**src/logic/cic_regs.svh**
```systemverilog
// register offsets, field positions and reset values of the can irq block
`ifndef CIC_REGS_SVH
`define CIC_REGS_SVH

`define CIC_OFF_PINCTL   12'h000
`define CIC_OFF_FLAGS    12'h004
`define CIC_OFF_ENABLES  12'h008
`define CIC_OFF_PRIOS    12'h00c
`define CIC_OFF_MODE     12'h010
`define CIC_OFF_TX_BUFFER_ENABLE_REG    12'h014
`define CIC_OFF_BUFFER_ENABLE_REG     12'h018
`define CIC_OFF_STATUS   12'h01c

`define CIC_PIN_DRVHI    5
`define CIC_PIN_ROUTE    4

`define CIC_B_INVALID    7
`define CIC_B_WAKE       6
`define CIC_B_ERROR      5
`define CIC_B_TX2        4
`define CIC_B_TX1        3
`define CIC_B_TX0        2
`define CIC_B_RX1        1
`define CIC_B_RX0        0

`define CIC_MASK_MODE0   8'hff
`define CIC_MASK_MODE1   8'hf2
`define CIC_MASK_MODE2   8'hf3
`define CIC_MASK_TXRX    8'h12

`define CIC_RST_FLAGS    8'h00
`define CIC_RST_ENABLES  8'h00
`define CIC_RST_PRIOS    8'hff
`define CIC_RST_ZERO8    8'h00

`define CIC_ADDR_LSB     2
`define CIC_ADDR_MSB     11

`endif

```
**src/logic/cic_pkg.sv**
```systemverilog
// types of the can irq and pin control block
`default_nettype none
package cic_pkg;

  typedef enum logic [1:0] {
    CIC_MODE0,
    CIC_MODE1,
    CIC_MODE2
  } cic_mode_t;

  typedef struct packed {
    logic [1:0]  pin;
    logic [7:0]  flags;
    logic [7:0]  en;
    logic [7:0]  pri;
    cic_mode_t   mode;
    logic [2:0]  tx_buffer_enable_reg;
    logic [7:0]  buffer_enable_reg;
    logic [2:0]  tx_pend;
    logic [1:0]  rx_pend;
    logic [5:0]  ptx_pend;
    logic [5:0]  prx_pend;
    logic [31:0] prdata;
    logic        irq_hi;
    logic        irq_lo;
    logic        tx_out;
    logic        tx_oe;
    logic        cap_out;
  } cic_state_t;

endpackage
`default_nettype wire

```
**src/logic/cic_irq_ctrl.sv**
```systemverilog
// can interrupt flag, enable, priority and pin control block with apb slave
// Behaviour
// [RULE_01] drive-high select 1 drives tx pin high when recessive, else float
// [RULE_02] route bit 1 feeds can receive signal to capture unit, else pin
// [RULE_03] invalid message on bus sets flag bit 7
// [RULE_04] bus activity sets wake flag bit 6
// [RULE_05] any can error source sets error flag bit 5
// [RULE_06] mode 0: transmit buffer 2 done sets flag bit 4
// [RULE_07] modes 1,2: bit 4 set when any transmit buffer done
// [RULE_08] mode 0: transmit buffers 1 and 0 done set bits 3 and 2
// [RULE_09] modes 1,2: bits 3,2 of flags, enables, priorities read zero
// [RULE_10] mode 0: receive buffers 1 and 0 new message set bits 1, 0
// [RULE_11] modes 1,2: bit 1 set when any receive buffer got message
// [RULE_12] mode 2: bit 0 is fifo watermark flag; mode 1: bit 0 zero
// [RULE_13] invalid message interrupt only while enable bit 7 set
// [RULE_14] wake interrupt only while enable bit 6 set
// [RULE_15] error interrupt only while enable bit 5 set
// [RULE_16] modes 1,2: enable bit 4 zero blocks all transmit interrupts
// [RULE_17] modes 1,2: enable bit 1 zero blocks all receive interrupts
// [RULE_18] mode 2: watermark interrupt only while enable bit 0 set
// [RULE_19] priority 1 routes to high output, 0 to low; reset to ones
// [RULE_20] mode 2: priority bit 0 selects watermark interrupt priority
// [RULE_21] modes 1,2: transmit buffer needs own enable and group enable
// [RULE_22] flag and enable set raise chosen output until flag cleared
//
// Local design decisions: the register offsets and the APB register port.
`timescale 1ns/1ps
`default_nettype none
`include "cic_regs.svh"

module cic_irq_ctrl
  import cic_pkg::*;
(
  // clock and reset
  input  wire logic        pclk,
  input  wire logic        presetn,
  // apb slave
  input  wire logic        psel,
  input  wire logic        penable,
  input  wire logic        pwrite,
  input  wire logic [11:0] paddr,
  input  wire logic [31:0] pwdata,
  input  wire logic [3:0]  pstrb,
  output logic             pready,
  output logic [31:0]      prdata,
  output logic             pslverr,
  // protocol engine events, one-cycle pulses
  input  wire logic        ev_invalid_msg,
  input  wire logic        ev_bus_wake,
  input  wire logic        ev_can_error,
  input  wire logic [2:0]  ev_tx_done,
  input  wire logic [1:0]  ev_rx_new,
  input  wire logic [5:0]  ev_prog_tx,
  input  wire logic [5:0]  ev_prog_rx,
  input  wire logic        ev_fifo_mark,
  // transmit pin
  input  wire logic        can_tx_dominant,
  output logic             can_tx_pin_out,
  output logic             can_tx_pin_oe,
  // capture routing
  input  wire logic        can_rx_msg,
  input  wire logic        capture_input_pin,
  output logic             capture_unit_in,
  // interrupt outputs
  output logic             irq_high,
  output logic             irq_low
);

  cic_state_t q;
  cic_state_t d;

  logic [7:0] mmask;
  logic [7:0] flags_eff;
  logic [7:0] en_eff;
  logic [7:0] pri_eff;
  logic [7:0] req;
  logic [7:0] set_v;
  logic [7:0] wr_flags;
  logic       acc;
  logic       wr;
  logic       rd_setup;
  logic       mapped;
  logic       tx_any;
  logic       rx_any;
  logic [31:0] rd_val;

  assign pready   = 1'b1;
  assign acc      = psel && penable;
  assign wr       = acc && pwrite && pstrb[0];
  assign rd_setup = psel && !penable && !pwrite;

  always_comb
  begin
    case (paddr)
      `CIC_OFF_PINCTL,
      `CIC_OFF_FLAGS,
      `CIC_OFF_ENABLES,
      `CIC_OFF_PRIOS,
      `CIC_OFF_MODE,
      `CIC_OFF_TX_BUFFER_ENABLE_REG,
      `CIC_OFF_BUFFER_ENABLE_REG,
      `CIC_OFF_STATUS:
        mapped = 1'b1;
      default:
        mapped = 1'b0;
    endcase
  end

  assign pslverr = acc && !mapped;

  // bits that exist in the current mode
  always_comb
  begin
    case (q.mode)
      CIC_MODE0:
        mmask = `CIC_MASK_MODE0;
      CIC_MODE1:
        mmask = `CIC_MASK_MODE1; // see [RULE_09] see [RULE_12]
      CIC_MODE2:
        mmask = `CIC_MASK_MODE2;
      default:
        mmask = `CIC_MASK_MODE2;
    endcase
  end

  assign flags_eff = q.flags & mmask; // see [RULE_09]
  assign en_eff    = q.en & mmask;
  assign pri_eff   = q.pri & mmask; // see [RULE_20]

  // individually enabled pending buffers, modes 1 and 2
  assign tx_any = |(q.tx_pend & q.tx_buffer_enable_reg) ||
                  |(q.ptx_pend & q.buffer_enable_reg[7:2]); // see [RULE_21]
  assign rx_any = |(q.rx_pend & q.buffer_enable_reg[1:0]) ||
                  |(q.prx_pend & q.buffer_enable_reg[7:2]);

  // requests: flag and enable, mode gated
  always_comb
  begin
    req = flags_eff & en_eff; // see [RULE_13] see [RULE_14] see [RULE_15]
    if (q.mode != CIC_MODE0)
    begin
      req[`CIC_B_TX2] = req[`CIC_B_TX2] && tx_any; // see [RULE_16]
      req[`CIC_B_RX1] = req[`CIC_B_RX1] && rx_any; // see [RULE_17]
    end
  end

  // hardware set events per mode
  always_comb
  begin
    set_v = `CIC_RST_ZERO8;
    set_v[`CIC_B_INVALID] = ev_invalid_msg; // see [RULE_03]
    set_v[`CIC_B_WAKE]    = ev_bus_wake; // see [RULE_04]
    set_v[`CIC_B_ERROR]   = ev_can_error; // see [RULE_05]
    if (q.mode == CIC_MODE0)
    begin
      set_v[`CIC_B_TX2] = ev_tx_done[2]; // see [RULE_06]
      set_v[`CIC_B_TX1] = ev_tx_done[1]; // see [RULE_08]
      set_v[`CIC_B_TX0] = ev_tx_done[0];
      set_v[`CIC_B_RX1] = ev_rx_new[1]; // see [RULE_10]
      set_v[`CIC_B_RX0] = ev_rx_new[0];
    end
    else
    begin
      set_v[`CIC_B_TX2] = |ev_tx_done || |ev_prog_tx; // see [RULE_07]
      set_v[`CIC_B_RX1] = |ev_rx_new || |ev_prog_rx; // see [RULE_11]
      set_v[`CIC_B_RX0] = (q.mode == CIC_MODE2) && ev_fifo_mark; // see [RULE_12]
    end
  end

  // read mux
  always_comb
  begin
    rd_val = 32'h0000_0000;
    case (paddr)
      `CIC_OFF_PINCTL:
        rd_val[7:0] = {2'h0, q.pin, 4'h0};
      `CIC_OFF_FLAGS:
        rd_val[7:0] = flags_eff;
      `CIC_OFF_ENABLES:
        rd_val[7:0] = en_eff;
      `CIC_OFF_PRIOS:
        rd_val[7:0] = pri_eff;
      `CIC_OFF_MODE:
        rd_val[1:0] = q.mode;
      `CIC_OFF_TX_BUFFER_ENABLE_REG:
        rd_val[4:2] = q.tx_buffer_enable_reg;
      `CIC_OFF_BUFFER_ENABLE_REG:
        rd_val[7:0] = q.buffer_enable_reg;
      `CIC_OFF_STATUS:
        rd_val[1:0] = {q.irq_lo, q.irq_hi};
      default:
        rd_val = 32'h0000_0000;
    endcase
  end

  always_comb
  begin
    d = q;
    wr_flags = q.flags;
    if (wr)
    begin
      case (paddr)
        `CIC_OFF_PINCTL:
        begin
          d.pin[1] = pwdata[`CIC_PIN_DRVHI];
          d.pin[0] = pwdata[`CIC_PIN_ROUTE];
        end
        `CIC_OFF_FLAGS:
          wr_flags = pwdata[7:0] & mmask;
        `CIC_OFF_ENABLES:
          d.en = pwdata[7:0] & mmask;
        `CIC_OFF_PRIOS:
          d.pri = pwdata[7:0];
        `CIC_OFF_MODE:
        begin
          if (pwdata[1:0] == 2'h0)
            d.mode = CIC_MODE0;
          else if (pwdata[1:0] == 2'h1)
            d.mode = CIC_MODE1;
          else
            d.mode = CIC_MODE2;
        end
        `CIC_OFF_TX_BUFFER_ENABLE_REG:
          d.tx_buffer_enable_reg = pwdata[4:2];
        `CIC_OFF_BUFFER_ENABLE_REG:
          d.buffer_enable_reg = pwdata[7:0];
        default:
          d.pin = q.pin;
      endcase
    end
    // hardware set beats a software clear in the same cycle
    d.flags = wr_flags | (set_v & mmask); // see [RULE_22]

    // per-buffer pending, dropped when group flag is cleared
    d.tx_pend  = q.tx_pend | ev_tx_done;
    d.rx_pend  = q.rx_pend | ev_rx_new;
    d.ptx_pend = q.ptx_pend | ev_prog_tx;
    d.prx_pend = q.prx_pend | ev_prog_rx;
    if (!d.flags[`CIC_B_TX2])
    begin
      d.tx_pend  = 3'h0;
      d.ptx_pend = 6'h00;
    end
    if (!d.flags[`CIC_B_RX1])
    begin
      d.rx_pend  = 2'h0;
      d.prx_pend = 6'h00;
    end

    if (rd_setup)
      d.prdata = rd_val;

    d.irq_hi = |(req & pri_eff); // see [RULE_19] see [RULE_22]
    d.irq_lo = |(req & ~pri_eff); // see [RULE_19] see [RULE_18]

    // recessive: drive high or float
    d.tx_out = !can_tx_dominant;
    d.tx_oe  = can_tx_dominant || q.pin[1]; // see [RULE_01]
    d.cap_out = q.pin[0] ? can_rx_msg : capture_input_pin; // see [RULE_02]
  end

  always_ff @(posedge pclk or negedge presetn)
  begin
    if (!presetn)
    begin
      q          <= '0;
      q.flags    <= `CIC_RST_FLAGS;
      q.en       <= `CIC_RST_ENABLES;
      q.pri      <= `CIC_RST_PRIOS; // see [RULE_19]
      q.mode     <= CIC_MODE0;
      q.tx_out   <= 1'b1;
    end
    else
      q <= d;
  end

  assign prdata          = q.prdata;
  assign can_tx_pin_out  = q.tx_out;
  assign can_tx_pin_oe   = q.tx_oe;
  assign capture_unit_in = q.cap_out;
  assign irq_high        = q.irq_hi;
  assign irq_low         = q.irq_lo;
endmodule // cic_irq_ctrl
`default_nettype wire

```
**config.mk**
```make
export PLATFORM = sky130hd
export DESIGN_NAME = cic_irq_ctrl
export DESIGN_NICKNAME = d
export VERILOG_FILES = /design/src/logic/cic_pkg.sv /design/src/logic/cic_irq_ctrl.sv
export VERILOG_INCLUDE_DIRS = /design/src /design/src/logic
export SDC_FILE = /design/constraint.sdc
export NUM_CORES = 1
export LEC_CHECK = 0
export ABC_AREA = 0
export BUFFER_PORTS_ARGS = -buffer_cell sky130_fd_sc_hd__buf_2
export CAP_MARGIN = 20
export CORE_AREA = 10 10 105 98
export CTS_CLUSTER_SIZE = 8
export DETAILED_ROUTE_END_ITERATION = 8
export DIE_AREA = 0 0 115 108
export PLACE_DENSITY = 0.75
export SYNTH_ARGS = -nofsm -noshare
export SYNTH_HDL_FRONTEND = slang
export SYNTH_SLANG_ARGS = --single-unit
```
**constraint.sdc**
```tcl
create_clock -name pclk -period 1.6 [get_ports pclk]
set_input_delay 0.08 -clock pclk [delete_from_list [all_inputs] [get_ports pclk]]
set_output_delay 0.08 -clock pclk [all_outputs]
set_load 0.02 [all_outputs]
```
Word level (Yosys, flattened, before mapping)
Memories as Yosys holds them, arrays and structs flattened.
Index checks and enable logic that the tools add are counted.

storage, ports and cells
  flip-flop bits (word level) = 69
  ROM bits = 32
  input port bits = 77
  output and inout bits = 39
  logic and storage cells = 104
  memories kept = 1

memory list
  memory            depth  width  read ports  clocked after memory_dff  write ports  RTL line            source
  (name not given)  32     1      1           0                         0            cic_irq_ctrl.sv:94  case (paddr)

cells by class
  eq/ne operators = 10
  muxes and demuxes = 19
  bitwise gates (word level) = 18
  reductions and logical operators = 39

operator list
  operator                                        number
  AND 8 bit                                       8
  == test 12 x 5 -> 1 bit, second input constant  4
  == test 12 x 4 -> 1 bit, second input constant  2
  OR reduction 6 bit                              4
  one-hot mux 3 bit (6 select lines)              1
  2-to-1 mux 8 bit                                2
  OR reduction 8 bit                              2
  one-hot mux 3 bit (5 select lines)              1
  AND 6 bit                                       2
  == test 12 x 3 -> 1 bit, second input constant  1
  logical NOT 12 bit                              1
  2-to-1 mux 6 bit                                2
  OR 6 bit                                        2
  one-hot mux 2 bit (6 select lines)              1
  AND reduction 2 bit                             6
  2-to-1 mux 2 bit                                5
  logical AND 1 bit                               9
  inverter 8 bit                                  1
  OR 8 bit                                        1
  one-hot mux 4 bit (2 select lines)              1
  logical NOT 7 bit                               1
  OR reduction 3 bit                              2
  logical OR 1 bit                                5
  2-to-1 mux 1 bit                                5
  other kinds (11)                                17

Longest topological paths before layout
  depth in word-level cells = 8
  gate-level depth with buffers = 6
  gate-level depth less buffers = 4

Least setup slack after synthesis
Ideal clock, no wire load.

  path kind = flip-flop to flip-flop
  start point = reg q[65] in the netlist's numbering
  end point = reg q[37] in the netlist's numbering
  setup time = 150 ps
  data arrival time = 1563 ps
  required time = 1450 ps
  path slack = -113 ps
  cell stages (with the launch flop) = 6
  buffers on the path = 1
  clock period less this slack = 1713 ps
  cells stage by stage = dfrtp_1 or2_2 clkbuf_1 a2bb2oi_1 nor4_2 nor3_1

RTL lines
  element          RTL line            source
  start, declared  cic_irq_ctrl.sv:69  cic_state_t q;

==> impl_metrics.csv <==
group,metric,value,unit
synthesis,yosysTopAreaCell,"dfrtp_1",
synthesis,synth-seq-cells,69,
synthesis,synth_warnings,0,
min_path,whs_path_depth,3,
synthesis,synth_edf_count,0,
sta,skew,8.66,ps
layout,final_util,56.4,%
route,drc,0,
worst_setup_path,r2r-end,"irq_low",
grt,grt_max_degree,70,
grt,antenna_found_initial,0,
worst_setup_path,endpoint_kind,"flip-flop",
synthesis,syn_area,3650,µm²
place,numPortBuffers,63,
pwr,powerDensity,813,nW/µm²
worst_setup_path,slowest_delay,450,ps
sta,hold_violations,0,
sta,slew_violations,0,
synthesis,ys_seq_area_share,47.6,%
synthesis,syn_inst,346,
clocking,postCtsSetupBuffers,0,
worst_setup_path,slowest_stage,"dfrtp_2",
pwr,power,3780,µW
layout,nFillCells,737,
synthesis,synth_async_sr_flop_share,100,%
grt,grt_first_pass_wirelength,16.6,mm
route,drt_wl_total,10.4,mm
clocking,worst_skew_pair.late_latency,360,ps
layout,multi_input_area,1720,µm²
worst_setup_path,cp_data_required_time,1820,ps
route,postRouteAntennaNets,0,
grt,grt_remaining_overflow,0,
route,via_count,3090,
worst_setup_path,rrSetupSlack,130,ps
clocking,clockBufferDepth,2,
synthesis,yosys_most_used_dff,"dfrtp_1",
synthesis,ys_top_cells_by_count,"60 x dfrtp_1, 36 x mux2_2, 33 x buf_4, 27 x nor2_1, 20 x nand2_1",
route,viasPerCell,5.51,
floorplanning,rows,32,
sta,period_minus_slack,1470,ps
place,gp_congestion,0.946,
worst_setup_path,reg2reg_depth,4,
grt,track_usage,16.8,%
layout,nets,531,
route,dr.pass1.iters,4,
sta,setup_viol,0,
clocking,cts_tree,"yes",
clocking,cts_root_buf,"clkbuf_8",
floorplanning,die_h,108,µm
run,maxCapViolations,0,
min_path,hold_class,"primary input to flip-flop",
grt,grt_pass1_vias,3205,
pwr,vdd_ir_drop_max,0.698,mV
pwr,p_leak,0.00206,µW
synthesis,yosysTopAreaCellShare,41.1,%
clocking,cts_buffers,9,
floorplanning,core,8250,µm²
synthesis,yosysMostFrequentCell,"dfrtp_1",
place,dpl.hpwl,7.85,mm
floorplanning,die_x,115,µm
worst_setup_path,arrival,1690,ps
sta,fmax,681,MHz
floorplanning,dieArea,12400,µm²
clocking,clock-sinks,69,
floorplanning,io_pins,116,
layout,n_antenna_cell,0,
min_path,min_to,"q[38]",
worst_setup_path,start_kind,"flip-flop",
worst_setup_path,critPathMaxFanout,6,
worst_setup_path,r2r_start,"q[66]",
layout,syn_to_final_growth,27.3,%
sta,fin_crit_sh,91.7,%
clocking,cts.clk_slew.worst_paths,70,ps
min_path,min-delay-start,"ev_prog_rx[1]",
worst_setup_path,worstPathCellList,"nand2b_1 -> a32oi_1 -> nor4b_1 -> o221ai_1",
synthesis,netlist_top_cells_area,"dfrtp_1 41%, mux2_2 11%, buf_4 6.8%",
clocking,cts_max_level,3,
route,wl_per_cell,18.6,µm
route,initialDrtViolationCount,187,
layout,drive_gt1_share,38.6,%
layout,seq_area,1740,µm²
synthesis,avgSynthCellArea,10.6,µm²
worst_setup_path,path_class,"flip-flop to flip-flop",
floorplanning,start_util,44.3,%
synthesis,yosysUniqueCellTypes,55,
run_status,status,"finished, final reports clean",
## routing by layer
metal	GRT usage (%)	wire length (µm)	up-vias
li1	-	-	1439
met1	21.7	4560	1511
met2	26.0	4740	127
met3	5.87	961	13
met4	5.21	181	0
met5	0	0	-
## sequential cells by signal (all words and copies together), names as in the netlist
signal	count
can_tx_pin_out	1
irq_high	1
irq_low	1
q	56
prdata	8
capture_unit_in	1
can_tx_pin_oe	1
## per-stage QoR
| step | hold slack [ps] | area (µm²) | std cells | TNS, ps | setup WS (ps) |
|---|---|---|---|---|---|
| 2_1_floorplan | -216 | 3790 | 369 | -227 | -31.5 |
| 3_3_place_gp | 125 | 4220 | 525 | -107 | -42.8 |
| 3_5_place_dp | 130 | 4220 | 525 | -533 | -116 |
| 4_1_cts | 2.59 | 4640 | 560 | 0 | 73.8 |
| 5_1_grt | 20.4 | 4650 | 561 | -2.92 | -2.92 |
| 6_report | 9.78 | 4650 | 561 | 0 | 133 |
## critical path: cells and delay by family, from the launching register on
family | cells | cell delay (ps)
AND/OR/NAND/NOR | 2 | 450
flip-flops | 1 | 450
AO/OA/AOI/OAI | 2 | 430
## power by group
part           internal (µW)  leakage (µW)  switching, µW  total (µW)
combinational            150       0.00115            232         382
clock                    930      0.000113            718        1650
sequential              1750      0.000795           1.51        1750
## cell families (layout without fill, tap and decap cells)
family	after synthesis	count (layout)	synth area share (%)
flip-flops	69	69	47.6
buffers and inverters	50	140	8.60
multiplexers	39	39	12.6
other	2	25	0.206
AO/OA/AOI/OAI	76	76	14.6
AND/OR/NAND/NOR	110	110	16.4
## cell usage in the layout (no fill, tap or decap), types with 3 or more instances in the layout
cell type	n
a21oi_1	10
a221oi_1	3
a22o_1	4
a22oi_1	13
a31oi_1	4
buf_2	63
buf_4	35
clkbuf_8	10
conb_1	25
dfrtp_1	59
dfstp_2	9
dlygate4sd3_1	20
inv_1	4
mux2_2	34
nand2_1	20
nand2b_1	4
nand3_1	11
nand3b_1	4
nand4_1	5
nor2_1	27
nor2b_1	3
nor3_1	12
nor4_1	4
o211ai_1	3
o21ai_0	19
## worst max-delay path by stage
stage | from | end | slack (ps)
floorplan | paddr[4] | q[56] | -30
finish | q[66] | irq_low | 130
detailed placement | paddr[9] | q[66] | -120
global route | q[65] | irq_low | -3
global placement | paddr[9] | q[65] | -40
CTS | q[66] | prdata[3] | 70
## timing repair
item,CTS,global route
endpoints found under the setup margin,0,2
endpoints found under the hold margin,79,1
hold buffers,19,1
gates resized for setup,0,2
## cell type report
| cell class | count | area share (%) |
|---|---|---|
| Tap cell | 102 | 2.74 |
| Clock buffer | 10 | 2.96 |
| Clock inverter | 6 | 2.02 |
| Sequential cell | 69 | 37.4 |
| Inverter | 4 | 0.323 |
| Timing Repair Buffer | 120 | 17.6 |
| Multi-Input combinational cell | 250 | 37.0 |
(Power assumes the default switching activity.)
